$ cat config.mk
export PLATFORM = sky130hd
export DESIGN_NAME = adc_conversion_sequencer
export DESIGN_NICKNAME = d
export VERILOG_FILES = /design/src/adc_seq_pkg.sv /design/src/adc_conversion_sequencer.sv
export SDC_FILE = /design/constraint.sdc
export NUM_CORES = 1
export LEC_CHECK = 0
export ABC_AREA = 1
export BUFFER_PORTS_ARGS = -buffer_cell sky130_fd_sc_hd__buf_2
export CORE_UTILIZATION = 55
export CTS_BUF_LIST = sky130_fd_sc_hd__clkbuf_4
export DETAILED_ROUTE_END_ITERATION = 16
export PLACE_DENSITY = 0.84
export SYNTH_ARGS = -nofsm -noshare
export SYNTH_HDL_FRONTEND = slang
export SYNTH_SLANG_ARGS = --single-unit
$ cat constraint.sdc
create_clock -name mclk_i -period 4.2 [get_ports mclk_i]
set_input_delay 0.63 -clock mclk_i [delete_from_list [all_inputs] [get_ports mclk_i]]
set_output_delay 0.63 -clock mclk_i [all_outputs]
set_load 0.02 [all_outputs]
$ cat src/adc_seq_pkg.sv
package adc_seq_pkg;
    // ****************************************
    // Register map
    // ****************************************
    localparam logic [7:0] INPUT_SELECT_ADDR = 8'hbb;
    localparam logic [7:0] INPUT_SELECT_RESET = 8'h00;
    localparam int NEG_SEL_LSB = 4;
    localparam int POS_SEL_LSB = 0;
    localparam int SEL_WIDTH = 4;
    localparam logic [3:0] NEG_GROUND_BIT = 4'h8;
    localparam logic [7:0] READ_UNMAPPED = 8'h00;
    // ****************************************
    // Start source codes
    // ****************************************
    localparam logic [2:0] SRC_SOFTWARE = 3'h0;
    localparam logic [2:0] SRC_TIMER0 = 3'h1;
    localparam logic [2:0] SRC_TIMER2 = 3'h2;
    localparam logic [2:0] SRC_TIMER1 = 3'h3;
    localparam logic [2:0] SRC_EXTERNAL = 3'h4;
    // ****************************************
    // Timing and widths
    // ****************************************
    localparam int RESULT_BITS = 8;
    localparam int DIVISOR_BITS = 5;
    localparam logic [1:0] TRACK_CLOCKS = 2'h3;
    localparam logic [2:0] FIRST_BIT = 3'h7;
    localparam logic [7:0] FIRST_TRIAL = 8'h80;
    localparam logic [7:0] SIGN_FLIP = 8'h80;

    typedef struct packed {
        logic t0_ovf;
        logic t1_ovf;
        logic t2_low_ovf;
        logic t2_high_ovf;
        logic t2_split8;
    } timer_events_type;

    typedef enum logic [2:0] {
        ST_IDLE = 3'b001,
        ST_TRACK = 3'b010,
        ST_CONV = 3'b100
    } seq_state_type;
endpackage

$ cat src/adc_conversion_sequencer.sv
`timescale 1ns/1ps
// Functional notes
// - SAR clock is system clock divided by divisor plus one, divisor 0 to 31.
// - Three-bit start source field picks one of five conversion triggers.
// - Software source: writing one to busy starts a conversion.
// - Timer 0, 1 or 2 overflow starts a conversion when selected.
// - External source: rising edge on the start pin starts a conversion.
// - Busy stays high during conversion and clears when it finishes.
// - Busy falling at the end of a conversion sets the done flag and raises the interrupt if enabled.
// - New result is readable no later than the done flag rising.
// - Timer 2 trigger uses low-byte overflow in 8-bit mode, high-byte in 16-bit.
// - Normal mode tracks continuously except during a conversion.
// - Low-power mode with a non-external source tracks three SAR clocks after each start, then converts.
// - Low-power external mode tracks while pin low, converts on rising edge.
// - Tracking is shut down during standby or sleep.
// - Input select register, eight bits read-write at 0xbb, reset zero.
// - Ground negative input means single-ended, anything else differential.
// - Results unsigned in single-ended mode, two's complement in differential.
// - Converter works only while enabled, otherwise held shut down.
module adc_conversion_sequencer #(
    parameter int DIVISOR_W = adc_seq_pkg::DIVISOR_BITS,
    parameter int RESULT_W = adc_seq_pkg::RESULT_BITS
) (
    input wire logic mclk_i,
    input wire logic rst_i,
    input wire logic ce_i,
    input wire logic [7:0] sfr_addr_i,
    input wire logic sfr_wr_i,
    input wire logic sfr_rd_i,
    input wire logic [7:0] sfr_wdata_i,
    output logic [7:0] sfr_rdata_o,
    input wire logic adc_enable_i,
    input wire logic [2:0] start_source_select_i,
    input wire logic low_power_track_mode_i,
    input wire logic [DIVISOR_W-1:0] conv_clock_divisor_i,
    input wire logic busy_write_one_i,
    input wire logic done_clear_i,
    input wire logic irq_enable_i,
    input wire logic standby_i,
    input wire adc_seq_pkg::timer_events_type timers_i,
    input wire logic ext_convert_start_i,
    input wire logic comp_i,
    output logic [RESULT_W-1:0] dac_code_o,
    output logic track_o,
    output logic single_ended_o,
    output logic [3:0] pos_input_select_o,
    output logic [3:0] neg_input_select_o,
    output logic conversion_busy_o,
    output logic conversion_done_flag_o,
    output logic adc_irq_o,
    output logic [RESULT_W-1:0] adc_result_o
);
    if (DIVISOR_W != adc_seq_pkg::DIVISOR_BITS || RESULT_W != adc_seq_pkg::RESULT_BITS) begin : gen_width_check
        $error("Unsupported width parameters");
    end

    // ****************************************
    // Helpers
    // ****************************************
    function automatic logic [7:0] bit_mask(input logic [2:0] idx);
        bit_mask = 8'h01 << idx;
    endfunction

    function automatic logic pick_trigger(input logic [2:0] src, input logic sw,
                                          input adc_seq_pkg::timer_events_type t, input logic ext_rise);
        case (src)
            adc_seq_pkg::SRC_SOFTWARE: pick_trigger = sw;
            adc_seq_pkg::SRC_TIMER0: pick_trigger = t.t0_ovf;
            adc_seq_pkg::SRC_TIMER1: pick_trigger = t.t1_ovf;
            adc_seq_pkg::SRC_TIMER2: pick_trigger = t.t2_split8 ? t.t2_low_ovf : t.t2_high_ovf;
            adc_seq_pkg::SRC_EXTERNAL: pick_trigger = ext_rise;
            default: pick_trigger = 1'b0;
        endcase
    endfunction

    // ****************************************
    // External start pin synchroniser
    // ****************************************
    logic ext_ff1, ext_ff2, ext_ff3, ext_level;
    logic next_ext_level;
    always_comb begin
        next_ext_level = (ext_ff2 == ext_ff3) ? ext_ff3 : ext_level;
    end
    always_ff @(posedge mclk_i) begin
        if (rst_i) begin
            ext_ff1 <= 1'b0;
            ext_ff2 <= 1'b0;
            ext_ff3 <= 1'b0;
            ext_level <= 1'b0;
        end else if (ce_i) begin
            ext_ff1 <= ext_convert_start_i;
            ext_ff2 <= ext_ff1;
            ext_ff3 <= ext_ff2;
            ext_level <= next_ext_level;
        end
    end
    logic ext_rise;
    assign ext_rise = next_ext_level & ~ext_level;

    // ****************************************
    // Input select register
    // ****************************************
    logic [7:0] input_sel, next_input_sel;
    logic [7:0] rdata, next_rdata;
    always_comb begin
        next_input_sel = input_sel;
        next_rdata = rdata;
        if (sfr_wr_i && sfr_addr_i == adc_seq_pkg::INPUT_SELECT_ADDR) begin
            next_input_sel = sfr_wdata_i;
        end
        if (sfr_rd_i) begin
            next_rdata = (sfr_addr_i == adc_seq_pkg::INPUT_SELECT_ADDR) ? input_sel : adc_seq_pkg::READ_UNMAPPED;
        end
    end
    always_ff @(posedge mclk_i) begin
        if (rst_i) begin
            input_sel <= adc_seq_pkg::INPUT_SELECT_RESET;
            rdata <= adc_seq_pkg::READ_UNMAPPED;
        end else if (ce_i) begin
            input_sel <= next_input_sel;
            rdata <= next_rdata;
        end
    end
    assign sfr_rdata_o = rdata;
    assign pos_input_select_o = input_sel[adc_seq_pkg::POS_SEL_LSB +: adc_seq_pkg::SEL_WIDTH];
    assign neg_input_select_o = input_sel[adc_seq_pkg::NEG_SEL_LSB +: adc_seq_pkg::SEL_WIDTH];
    assign single_ended_o = (neg_input_select_o & adc_seq_pkg::NEG_GROUND_BIT) != 4'h0;

    // ****************************************
    // Sequencer
    // ****************************************
    adc_seq_pkg::seq_state_type state, next_state;
    logic [DIVISOR_W-1:0] div_cnt, next_div_cnt;
    logic [1:0] trk_cnt, next_trk_cnt;
    logic [2:0] bit_idx, next_bit_idx;
    logic [7:0] sar, next_sar;
    logic [7:0] result, next_result;
    logic done, next_done;
    logic tick, busy, start, finish, ext_src, lp_ext;
    logic [7:0] kept;

    assign tick = (div_cnt == conv_clock_divisor_i);
    assign busy = (state != adc_seq_pkg::ST_IDLE);
    assign ext_src = (start_source_select_i == adc_seq_pkg::SRC_EXTERNAL);
    assign lp_ext = low_power_track_mode_i & ext_src;
    assign start = adc_enable_i & ~busy
                 & pick_trigger(start_source_select_i, busy_write_one_i, timers_i, ext_rise);
    assign finish = (state == adc_seq_pkg::ST_CONV) && tick && bit_idx == 3'h0;
    assign kept = comp_i ? sar : (sar & ~bit_mask(bit_idx));

    always_comb begin
        next_state = state;
        next_div_cnt = tick ? '0 : DIVISOR_W'(div_cnt + 1'b1);
        next_trk_cnt = trk_cnt;
        next_bit_idx = bit_idx;
        next_sar = sar;
        next_result = result;
        next_done = done & ~done_clear_i;
        case (state)
            adc_seq_pkg::ST_IDLE: begin
                if (start) begin
                    next_div_cnt = '0;
                    next_trk_cnt = 2'h0;
                    next_bit_idx = adc_seq_pkg::FIRST_BIT;
                    next_sar = adc_seq_pkg::FIRST_TRIAL;
                    if (low_power_track_mode_i && !lp_ext) begin
                        next_state = adc_seq_pkg::ST_TRACK;
                    end else begin
                        next_state = adc_seq_pkg::ST_CONV;
                    end
                end
            end
            adc_seq_pkg::ST_TRACK: begin
                if (tick) begin
                    next_trk_cnt = 2'(trk_cnt + 1'b1);
                    if (2'(trk_cnt + 1'b1) == adc_seq_pkg::TRACK_CLOCKS) begin
                        next_state = adc_seq_pkg::ST_CONV;
                    end
                end
            end
            adc_seq_pkg::ST_CONV: begin
                if (tick) begin
                    if (bit_idx == 3'h0) begin
                        next_result = single_ended_o ? kept : (kept ^ adc_seq_pkg::SIGN_FLIP);
                        next_done = 1'b1;
                        next_state = adc_seq_pkg::ST_IDLE;
                    end else begin
                        next_sar = kept | bit_mask(3'(bit_idx - 1'b1));
                        next_bit_idx = 3'(bit_idx - 1'b1);
                    end
                end
            end
            default: next_state = adc_seq_pkg::ST_IDLE;
        endcase
        if (!adc_enable_i) begin
            next_state = adc_seq_pkg::ST_IDLE;
        end
    end

    always_ff @(posedge mclk_i) begin
        if (rst_i) begin
            state <= adc_seq_pkg::ST_IDLE;
            div_cnt <= '0;
            trk_cnt <= 2'h0;
            bit_idx <= 3'h0;
            sar <= 8'h00;
            result <= 8'h00;
            done <= 1'b0;
        end else if (ce_i) begin
            state <= next_state;
            div_cnt <= next_div_cnt;
            trk_cnt <= next_trk_cnt;
            bit_idx <= next_bit_idx;
            sar <= next_sar;
            result <= next_result;
            done <= next_done;
        end
    end

    assign dac_code_o = sar;
    assign adc_result_o = result;
    assign conversion_busy_o = busy;
    assign conversion_done_flag_o = done;
    assign adc_irq_o = done & irq_enable_i;
    always_comb begin
        if (!adc_enable_i || standby_i) begin
            track_o = 1'b0;
        end else if (!low_power_track_mode_i) begin
            track_o = !busy;
        end else if (lp_ext) begin
            track_o = !busy && !ext_level;
        end else begin
            track_o = (state == adc_seq_pkg::ST_TRACK);
        end
    end
endmodule

==> results.md, run 1 <==
* Status: finished clean
* Share of total power in sequential cells at 46.2%
* Worst Path Arrival at 1770 ps
* Int Power at a little under 800 uW
* Post-synthesis register bit count at 50
* Ys async rst share at 0%
* Port-buffer cells at 78
* R2r setup slk at roughly 2200 ps
* Share of power burned in the clock network at 29.5%
* Kind of start point of the critical path: flip-flop
* Upper clock frequency limit at 417 MHz
* H-tree depth at 2
* Headroom to the max-slew limit at 28.7%
* Final HPWL from detailed placement at 4420 um
* Total setup violations reported at the end of the flow at 0
* Post-synthesis instance area at 2780 sq um
* Number of instances in the synthesized netlist at 393
* Cts-stage hold buffer count at 0
* Remaining Overflow, GRT at 0
* Worst slew pin tran at 1070 ps
* Area share of the largest cell type after synthesis at 36.0%
* Clock tree root buffer cell: sky130_fd_sc_hd__clkbuf_4
* Initial drt markers at 171
* Starting Density at 58.1%
* Part of the power in combinational logic at 24.3%
* Post-CTS Setup Repair Bufs at 0
* Cell class contributing the biggest share of worst-path delay: flip-flops
* Clock latency on the worst-skew pair at 360 ps
* Design Power at 1150 uW
* Warnings, synthesis at 0
* Cell Chain, Critical Path: nand3_1 > inv_1 > a21oi_1 > a2111oi_0 > buf_2
* Site row count at 25
* Number of global-route vias before repair at 2315
* Filler cells at 429
* Max Cap Viol at 0
* CP max-delay cell: sky130_fd_sc_hd__dfxtp_1
* Full die area at 5340 sq um
* DR pass1 iterations at 4
* CTS-repair resized insts at 0
* Gp weighted congestion at 0.839
* Multi-input logic area at between 1000 and 1500 sq um
* Setup Crit Path Kind: flip-flop to output port
* Share of final-layout standard cells stronger than drive strength 1 at 24.1%
* Switching share of power at 31.6%
* Global-route wire length before repair at 10000 um
* Max clock buf depth at 2
* Total nets after synthesis at 443
* Number of clock buffers inserted by TritonCTS at 5
* Path class of the lowest-slack min-delay path: primary input to flip-flop
* Final #Nets at a little over 500
* Max Clock Skew at 14.8 ps
* Time the final worst path needs with I/O delays and setup at 2400 ps
* Chip height at 73.1 um
* IR Drop Worst-Case VDD at roughly 0.00025 V
* Total power density per cell area at 356 nW/um^2
* Ant. Diodes at 0
* Via count of the routed design at 2672
* Remaining routing DRC violations at 0
* Count of different cell masters after synthesis at 34
* Count of flip-flops with a built-in enable after synthesis at 0
* Number of I/O pins at between 70 and 80
* Clock-pin slew on the worst setup and hold paths at 150 ps
* Area of the core region at about 4800 sq um
* Critical-path maximum fanout at 5
* Slowest Stage Delay on Critical Path at between 400 and 500 ps
* Post-detailed-route count of antenna-violating nets at 0
* Seq. cell area at 1000 sq um
* Setup repair after global routing missed its margin: false
* DRT Wirelength at 6050 um
* LEAKAGE at about 0.0016 uW
* Final hold violation count at 0
* Post-synth top cells: 75 x sky130_fd_sc_hd__nand2_1, 50 x sky130_fd_sc_hd__dfxtp_1, 45 x sky130_fd_sc_hd__inv_1
* Average wire length per cell after detail routing at roughly 11 um
* Accumulated negative setup slack at 0 ps
* Largest area contributor in the netlist: sky130_fd_sc_hd__dfxtp_1
* Vias per cell at between 5 and 6
* Post-synthesis average cell area at 7.07 sq um
* Final slew viol count at 0
* Maximum number of pins on one net before global-route repair at 40
* Post-route clock period utilization at between 50% and 60%
* Dominant synthesized flop cell: sky130_fd_sc_hd__dfxtp_1
* Switching Power at 364 uW
* Top cells by area, synth: sky130_fd_sc_hd__dfxtp_1 36%, sky130_fd_sc_hd__nand2_1 10%, sky130_fd_sc_hd__a21oi_1 7.2%
* Layout area overhead at 16.4%
* Kind of capture point of the worst setup path: output port
* Worst slack at placement at 1860 ps
* Sum of buffers and inverters on the critical path at 2
* Cell with the most instances after synthesis: sky130_fd_sc_hd__nand2_1
* Die extent in x at 73.1 um
* Clock tree from TritonCTS: done
* Initial antenna violation count at 0
* Overall fraction of global-route tracks in use at 23.7%
* Setup ws final at 1800 ps
* Clk sink count at 50
* Register area share after synthesis at 36.0%
* Required time reported for the critical path endpoint at approximately 3600 ps
==> stage by stage <==
stage / cell area [sq um] / instances / hold WS [ps] / util [%]
after CTS: 3240 / 528 / 450 / 67.6
after floorplan: 2780 / 393 / 449 / -
final: 3240 / 528 / 461 / 67.6
after global routing: 3240 / 528 / 450 / 67.6
after detailed placement: 3130 / 520 / 464 / 65.4
after global placement: 3130 / 520 / 457 / 65.4
==> layout make-up <==
type,count,share of cell area [%]
clock buffers,5,1.16
clock inverters,3,2.13
inverters,50,5.80
multi-input cells,275,45.3
flip-flops and latches,50,30.9
well taps,67,2.59
repair buffers,78,12.1
==> kinds of logic (layout without fill, tap and decap cells) <==
family                   count (synthesis)  in the layout  synth area share [%]
AO/OA/AOI/OAI                           93             93                  19.1
XOR/XNOR                                 5              5                  1.58
adder cells (fa/ha/maj)                  8              8                  3.60
buffers and inverters                   68            136                  11.2
flip-flops                              50             50                  36.0
AND/OR/NAND/NOR                        169            169                  28.5
==> per-layer routing <==
metal	part of all wire, %	track usage [%]	up-vias
met5	0	0	-
li1	-	-	1412
met3	4.6	3.73	6
met2	48	41.9	69
met1	46	29.3	1185
met4	0.94	7.63	0
==> placed cells by master, fill, tap and decap left out <==
cell type and instances:
sky130_fd_sc_hd__a22oi_1 2, sky130_fd_sc_hd__buf_2 78, sky130_fd_sc_hd__clkbuf_4 5, sky130_fd_sc_hd__dfxtp_1 50, sky130_fd_sc_hd__nand3_2 2, sky130_fd_sc_hd__xor2_1 4
sky130_fd_sc_hd__nand3_4 1, sky130_fd_sc_hd__bufinv_16 2, sky130_fd_sc_hd__inv_2 5, sky130_fd_sc_hd__xnor2_1 1, sky130_fd_sc_hd__a2111oi_0 1, sky130_fd_sc_hd__clkinv_4 1
sky130_fd_sc_hd__nor2_2 4, sky130_fd_sc_hd__nor2_1 37, sky130_fd_sc_hd__nand2_2 3, sky130_fd_sc_hd__or2_2 2, sky130_fd_sc_hd__o21a_1 8, sky130_fd_sc_hd__a21oi_2 3
sky130_fd_sc_hd__nor4_4 1, sky130_fd_sc_hd__inv_1 45, sky130_fd_sc_hd__nand3b_1 3, sky130_fd_sc_hd__a21oi_1 40, sky130_fd_sc_hd__a211oi_1 2, sky130_fd_sc_hd__nand3_1 35
sky130_fd_sc_hd__ha_1 8, sky130_fd_sc_hd__nand2_4 1, sky130_fd_sc_hd__o22ai_1 1, sky130_fd_sc_hd__nand2_1 75, sky130_fd_sc_hd__nor3_1 3, sky130_fd_sc_hd__o21ai_0 30
sky130_fd_sc_hd__a21oi_4 1, sky130_fd_sc_hd__o211ai_1 2, sky130_fd_sc_hd__a31oi_1 3, sky130_fd_sc_hd__nor3_4 2
==> power groups by stage <==
stage / logic (uW) / clock network (uW) / registers (uW)
floorplan: 206 / 0 / 556
CTS: 279 / 351 / 533
detailed placement: 278 / 0 / 543
finish: 281 / 340 / 533
global route: 317 / 366 / 538
global placement: 272 / 0 / 542
==> final timing paths <==
| check | cells after the start | start | end |
|---|---|---|---|
| setup / recovery | 5 | state[1] | track_o |
| hold / removal | 2 | sfr_wdata_i[6] | input_sel[6] |
| setup reg to reg | 10 | bit_idx[0] | bit_idx[2] |
| hold reg to reg | 2 | input_sel[6] | sfr_rdata_o[6] |
==> registers in the layout, indices dropped and copies added, names as in the netlist <==
name and flops:
input_sel 8, ext_ff1 1, adc_result_o 8, trk_cnt 2, sfr_rdata_o 8, ext_level 1
div_cnt 5, ext_ff2 1, dac_code_o 8, conversion_done_flag_o 1, bit_idx 3, ext_ff3 1
state 3
Note: power is estimated with default switching activity, not from simulation.
==> run 2: changes to the inputs <==
- CORE_UTILIZATION: 55 -> 49
- PLACE_DENSITY: 0.84 -> 0.79
- clock period: 4.2 -> 1.9 ns (I/O delays scaled with it)
==> results.md, run 2 (same netlist as run 1, synthesis figures left out) <==
* Area after DPL at 3220 sq um (was 3130 sq um)
* Number of I/O pins at 79 (unchanged)
* CP max-delay cell: sky130_fd_sc_hd__dfxtp_2 (was sky130_fd_sc_hd__dfxtp_1)
* Critical-path maximum fanout at 4 (was 5)
* R2r setup slk at 160 ps (was 2150 ps)
* Max clock buf depth at 2 (unchanged)
* Kind of start point of the critical path: flip-flop (unchanged)
* Remaining Overflow, GRT at 0 (unchanged)
* Time the final worst path needs with I/O delays and setup at 1820 ps
* Global-route wire length before repair at 10800 um (was 10000 um)
* Full die area at 5980 sq um (was 5340 sq um)
* Total setup violations reported at the end of the flow at 0 (unchanged)
* Kind of capture point of the worst setup path: output port (unchanged)
* Clock latency on the worst-skew pair at 370 ps (was 360 ps)
* Post-route clock period utilization at 95.8%
* Clock tree root buffer cell: sky130_fd_sc_hd__clkbuf_4 (unchanged)
* Status: finished clean (unchanged)
* Chip height at 77.3 um (was 73.1 um)
* Commonest non-fill, non-tap cell in the layout: sky130_fd_sc_hd__buf_2 (unchanged)
* Share of final-layout standard cells stronger than drive strength 1 at 27.4% (was 24.1%)
* Most used cells in the layout excluding fill and tap cells: 77 x sky130_fd_sc_hd__buf_2, 75 x sky130_fd_sc_hd__nand2_1, 45 x sky130_fd_sc_hd__dfxtp_1, 44 x sky130_fd_sc_hd__inv_1, 40 x sky130_fd_sc_hd__a21oi_1 (was 78 x sky130_fd_sc_hd__buf_2, 75 x sky130_fd_sc_hd__nand2_1, 50 x sky130_fd_sc_hd__dfxtp_1, 45 x sky130_fd_sc_hd__inv_1, 40 x sky130_fd_sc_hd__a21oi_1)
* Post-route cell area at 3330 sq um (was 3240 sq um)
* Final hold violation count at 0 (unchanged)
* Final slew viol count at 0 (unchanged)
* Slowest Stage Delay on Critical Path at 370 ps (was 440 ps)
* Max Clock Skew at 11.6 ps (was 14.8 ps)
* Clk sink count at 50 (unchanged)
* Filler cells at 539 (was 429)
* Vias per cell at 5.12 (was 5.06)
* Final HPWL from detailed placement at 4810 um (was 4420 um)
* Cell Chain, Critical Path: nor3_4 > inv_2 > a2111oi_4 > buf_4 (was nand3_1 > inv_1 > a21oi_1 > a2111oi_0 > buf_2)
* Setup crit end: track_o (unchanged)
* Cts-stage hold buffer count at 0 (unchanged)
* DRT Wirelength at 6530 um (was 6050 um)
* Post-detailed-route count of antenna-violating nets at 0 (unchanged)
* Final #Nets at 521 (was 510)
* Multi-input logic area at 1490 sq um (was 1470 sq um)
* Number of clock buffers inserted by TritonCTS at 5 (unchanged)
* Required time reported for the critical path endpoint at 1620 ps (was 3570 ps)
* Post-layout instance count excluding filler cells at 543 (was 528)
* Number of global-route vias before repair at 2460 (was 2315)
* Upper clock frequency limit at 549 MHz
* Port-buffer cells at 78 (unchanged)
* Setup ws final at 79.3 ps (was 1800 ps)
* Die extent in x at 77.3 um (was 73.1 um)
* Headroom to the max-slew limit at 74.6% (was 28.7%)
* Cell count after placement at 533 (was 520)
* Clock tree from TritonCTS: done (unchanged)
* Seq. cell area at 1010 sq um (was 1000 sq um)
* Site row count at 27 (was 25)
* Launch instance of the worst register-to-register path: bit_idx[0] (unchanged)
* Max Cap Viol at 0 (unchanged)
* Starting Density at 50.8% (was 58.1%)
* IR Drop Worst-Case VDD at 0.000456 V (was 0.000255 V)
* Setup Crit Path Kind: flip-flop to output port (unchanged)
* Worst R2R End: dac_code_o[4] (was bit_idx[2])
* Worst Path Arrival at 1540 ps (was 1770 ps)
* Initial drt markers at 147 (was 171)
* LEAKAGE at 0.00159 uW (was 0.00156 uW)
* Path class of the lowest-slack min-delay path: primary input to flip-flop (unchanged)
* Number of cells on the worst reg-to-reg path at 11 (was 10)
* Critical path startpoint: state[2] (was state[1])
* Total power density per cell area at 703 nW/um^2 (was 356 nW/um^2)
* H-tree depth at 2 (unchanged)
* Overall fraction of global-route tracks in use at 22.3% (was 23.7%)
* DR pass1 iterations at 5 (was 4)
* Remaining routing DRC violations at 0 (unchanged)
* Via count of the routed design at 2778 (was 2672)
* Ant. Diodes at 0 (unchanged)
* Maximum number of pins on one net before global-route repair at 31 (was 40)
* Average wire length per cell after detail routing at 12.0 um (was 11.5 um)
* Worst slack at placement at 143 ps (was 1860 ps)
* Layout area overhead at 19.8% (was 16.4%)
* Initial antenna violation count at 0 (unchanged)
* Clock-pin slew on the worst setup and hold paths at 150 ps (about the same)
* Worst slew pin tran at 380 ps (was 1070 ps)
* Gp weighted congestion at 0.904 (was 0.839)
* Area of the core region at 5470 sq um (was 4790 sq um)
[run 2: cell types whose count changed in the layout (fill, tap and decap cells not counted), sizes merged]
cell and delta:
clkinv -1, bufinv -2, buf +11, clkinvlp +2
[run 2: layout make-up]
class / instances / share of cell area, %
clock buffers: 5 / 1.13
clock inverters: 2 / 0.451
inverters: 50 / 5.64
multi-input cells: 275 / 44.8
flip-flops and latches: 50 / 30.3
well taps: 72 / 2.71
repair buffers: 89 / 15.0
[run 2: layer usage]
metal | global-route usage, % | vias up | part of all wire [%]
li1 | - | 1439 | -
met1 | 27.4 | 1243 | 45
met2 | 38.5 | 89 | 48
met3 | 4.76 | 7 | 5.4
met4 | 7.17 | 0 | 1.3
met5 | 0 | - | 0
[run 2: repair_timing]
item                                   4_1_cts  5_1_grt
endpoints found under the hold margin        0        0
gates resized for setup                      6        4
pin swaps                                    1        1
setup endpoints to repair                    1       14
buffers inserted                             2        1
[run 2: through the flow]
step                util [%]  hold WS, ps  total power (uW)  setup TNS [ps]
finish                  60.8          120              2340               0
global route            60.8         88.4              2490           -17.4
CTS                     60.4          102              2350               0
detailed placement      58.9          467              1860               0
global placement        58.9          461              1840               0
floorplan                  -          409              1680               0
[run 2: critical path, delay by kind of cell (launching register included)]
kind / cells / cell delay (ps)
buf+inv: 2 / 290
flops: 1 / 370
compound gates: 1 / 290
simple gates: 1 / 220
[run 2: report_power, final]
part | internal (uW) | switching (uW)
clock | 137 | 331
combinational | 261 | 425
sequential | 1120 | 65.1
total | 1520 | 821
[run 2: worst min path at each step]
stage                           endpoint  cells past startpoint  slack (ps)           start
after floorplan             input_sel[0]                      1         410  sfr_wdata_i[0]
after global placement    sfr_rdata_o[5]                      2         460    input_sel[5]
after detailed placement  sfr_rdata_o[1]                      2         470    input_sel[1]
after CTS                   input_sel[0]                      2         100  sfr_wdata_i[0]
after global routing        input_sel[6]                      2          90  sfr_wdata_i[6]
final                       input_sel[3]                      2         120  sfr_wdata_i[3]
==> run 3: changes to the inputs <==
- CORE_UTILIZATION: 49 -> 55
- PLACE_DENSITY: 0.79 -> 0.84
- clock period: 1.9 -> 2.1 ns (I/O delays scaled with it)
==> results.md, run 3 (same netlist as run 1, synthesis figures left out) <==
* IR Drop Worst-Case VDD at 0.000414 V (was 0.000456 V)
* Headroom to the max-slew limit at 71.1% (was 74.6%)
* Max Clock Skew at 19.2 ps (was 11.6 ps)
* Cell Chain, Critical Path: inv_1 > nand3_1 > inv_2 > a21oi_1 > a2111oi_2 > buf_2 (was nor3_4 > inv_2 > a2111oi_4 > buf_4)
* Final slew viol count at 0 (unchanged)
* Full die area at 5340 sq um (was 5980 sq um)
* Initial antenna violation count at 0 (unchanged)
* Required time reported for the critical path endpoint at 1780 ps (was 1620 ps)
* Port-buffer cells at 78 (unchanged)
* Accumulated negative setup slack at 0 ps (unchanged)
* Number of I/O pins at 79 (unchanged)
* DR pass1 iterations at 4 (was 5)
* Remaining Overflow, GRT at 0 (unchanged)
* R2r setup slk at 230 ps (was 160 ps)
* Sum of buffers and inverters on the critical path at 3 (was 2)
* Levels on crit path at 6 (was 4)
* Number of global-route vias before repair at 2446 (was 2460)
* Gp weighted congestion at 0.902 (was 0.904)
* Setup ws final at 143 ps (was 79.3 ps)
* Share of final-layout standard cells stronger than drive strength 1 at 25.9% (was 27.4%)
* Setup Crit Path Kind: flip-flop to output port (unchanged)
* H-tree depth at 2 (unchanged)
* Critical-path maximum fanout at 5 (was 4)
* CP max-delay cell: sky130_fd_sc_hd__dfxtp_1 (was sky130_fd_sc_hd__dfxtp_2)
* Number of clock buffers inserted by TritonCTS at 5 (unchanged)
* Chip height at 73.1 um (was 77.3 um)
* Area after DPL at 3190 sq um (was 3220 sq um)
* Total power density per cell area at 658 nW/um^2 (was 703 nW/um^2)
* Launch instance of the worst register-to-register path: bit_idx[0] (unchanged)
* Final #Nets at 517 (was 521)
* Layout area overhead at 17.6% (was 19.8%)
* Maximum number of pins on one net before global-route repair at 27 (was 31)
* Number of cells on the worst reg-to-reg path at 9 (was 11)
* Max clock buf depth at 2 (unchanged)
* Clock tree root buffer cell: sky130_fd_sc_hd__clkbuf_4 (unchanged)
* Kind of start point of the critical path: flip-flop (unchanged)
* Ant. Diodes at 0 (unchanged)
* Worst slew pin tran at 432 ps (was 380 ps)
* Utilization after layout at 68.3% (was 60.8%)
* Worst slack at placement at 253 ps (was 143 ps)
* Total setup violations reported at the end of the flow at 0 (unchanged)
* Path class of the lowest-slack min-delay path: primary input to flip-flop (unchanged)
* Average wire length per cell after detail routing at 11.8 um (was 12.0 um)
* Area of the core region at 4790 sq um (was 5470 sq um)
* Clock latency on the worst-skew pair at 380 ps (was 370 ps)
* Cell class contributing the biggest share of worst-path delay: buffers and inverters (was flip-flops)
* Worst Path Arrival at 1640 ps (was 1540 ps)
* Clk sink count at 50 (unchanged)
* Global-route wire length before repair at 10500 um (was 10800 um)
* Setup repair after global routing missed its margin: false
* Kind of capture point of the worst setup path: output port (unchanged)
* Via count of the routed design at 2766 (was 2778)
* Post-detailed-route count of antenna-violating nets at 0 (unchanged)
* DRT Wirelength at 6290 um (was 6530 um)
* Site row count at 25 (was 27)
* Time the final worst path needs with I/O delays and setup at 1960 ps
* Clock-pin slew on the worst setup and hold paths at 170 ps (was 150 ps)
* Starting Density at 58.1% (was 50.8%)
* Overall fraction of global-route tracks in use at 24.9% (was 22.3%)
* Slowest Stage Delay on Critical Path at 390 ps (was 370 ps)
* Vias per cell at 5.17 (was 5.12)
* Commonest non-fill, non-tap cell in the layout: sky130_fd_sc_hd__buf_2 (unchanged)
* Clock tree from TritonCTS: done (unchanged)
* Remaining routing DRC violations at 0 (unchanged)
* Post-route cell area at 3270 sq um (was 3330 sq um)
* Worst R2R End: adc_result_o[1] (was dac_code_o[4])
* Max Cap Viol at 0 (unchanged)
* Final hold violation count at 0 (unchanged)
* Cts-stage hold buffer count at 0 (unchanged)
* Status: finished clean (unchanged)
* Initial drt markers at 161 (was 147)
* Setup crit end: track_o (unchanged)
* Final HPWL from detailed placement at 4720 um (was 4810 um)
* Most used cells in the layout excluding fill and tap cells: 78 x sky130_fd_sc_hd__buf_2, 75 x sky130_fd_sc_hd__nand2_1, 49 x sky130_fd_sc_hd__dfxtp_1, 44 x sky130_fd_sc_hd__inv_1, 40 x sky130_fd_sc_hd__a21oi_1 (was 77 x sky130_fd_sc_hd__buf_2, 75 x sky130_fd_sc_hd__nand2_1, 45 x sky130_fd_sc_hd__dfxtp_1, 44 x sky130_fd_sc_hd__inv_1, 40 x sky130_fd_sc_hd__a21oi_1)
* LEAKAGE at 0.00158 uW (was 0.00159 uW)
* Upper clock frequency limit at 511 MHz
* Die extent in x at 73.1 um (was 77.3 um)
* Critical path startpoint: state[2] (unchanged)
* Post-route clock period utilization at 93.2%
-- run 3: through the flow --
step                total power, uW  hold slack [ps]  std cells
floorplan                      1520              439        393
global placement               1650              464        526
detailed placement             1670              465        526
CTS                            2160              113        535
global route                   2270              106        535
finish                         2150              118        535
-- run 3: layout make-up --
type	count	area [sq um]
sequential	50	1000
inverter	50	188
fill	421	1520
clock inverter	3	28.8
clock buffer	5	37.5
timing repair buffer	85	455
tap	67	83.8
multi-input combinational	275	1470
-- run 3: routing by layer --
metal | share of wire (%) | up-vias | track usage (%)
met5 | 0 | - | 0
met4 | 1.8 | 0 | 10.0
met3 | 5.2 | 11 | 3.87
met2 | 47 | 96 | 43.6
met1 | 46 | 1227 | 30.4
li1 | - | 1432 | -
-- run 3: repair_timing --
action,in CTS,in global routing
setup endpoints to repair,1,1
buffers inserted,1,0
pin swaps,1,0
gates resized for setup,1,2
gates cloned,0,0
-- run 3: power breakdown --
group | switching, uW | internal (uW) | total (uW) | leakage, uW
logic | 374 | 219 | 593 | 0.00113
clock network | 344 | 144 | 488 | 0.0000373
registers | 58.0 | 1010 | 1070 | 0.000408
-- run 3: worst min-delay path by stage --
stage | cells past startpoint | startpoint | slack (ps) | end
3_5_place_dp | 2 | input_sel[2] | 470 | sfr_rdata_o[2]
3_3_place_gp | 2 | input_sel[6] | 460 | sfr_rdata_o[6]
6_report | 2 | sfr_wdata_i[5] | 120 | input_sel[5]
2_1_floorplan | 1 | sfr_wdata_i[0] | 440 | input_sel[0]
4_1_cts | 2 | sfr_wdata_i[5] | 110 | input_sel[5]
5_1_grt | 2 | sfr_wdata_i[0] | 110 | input_sel[0]
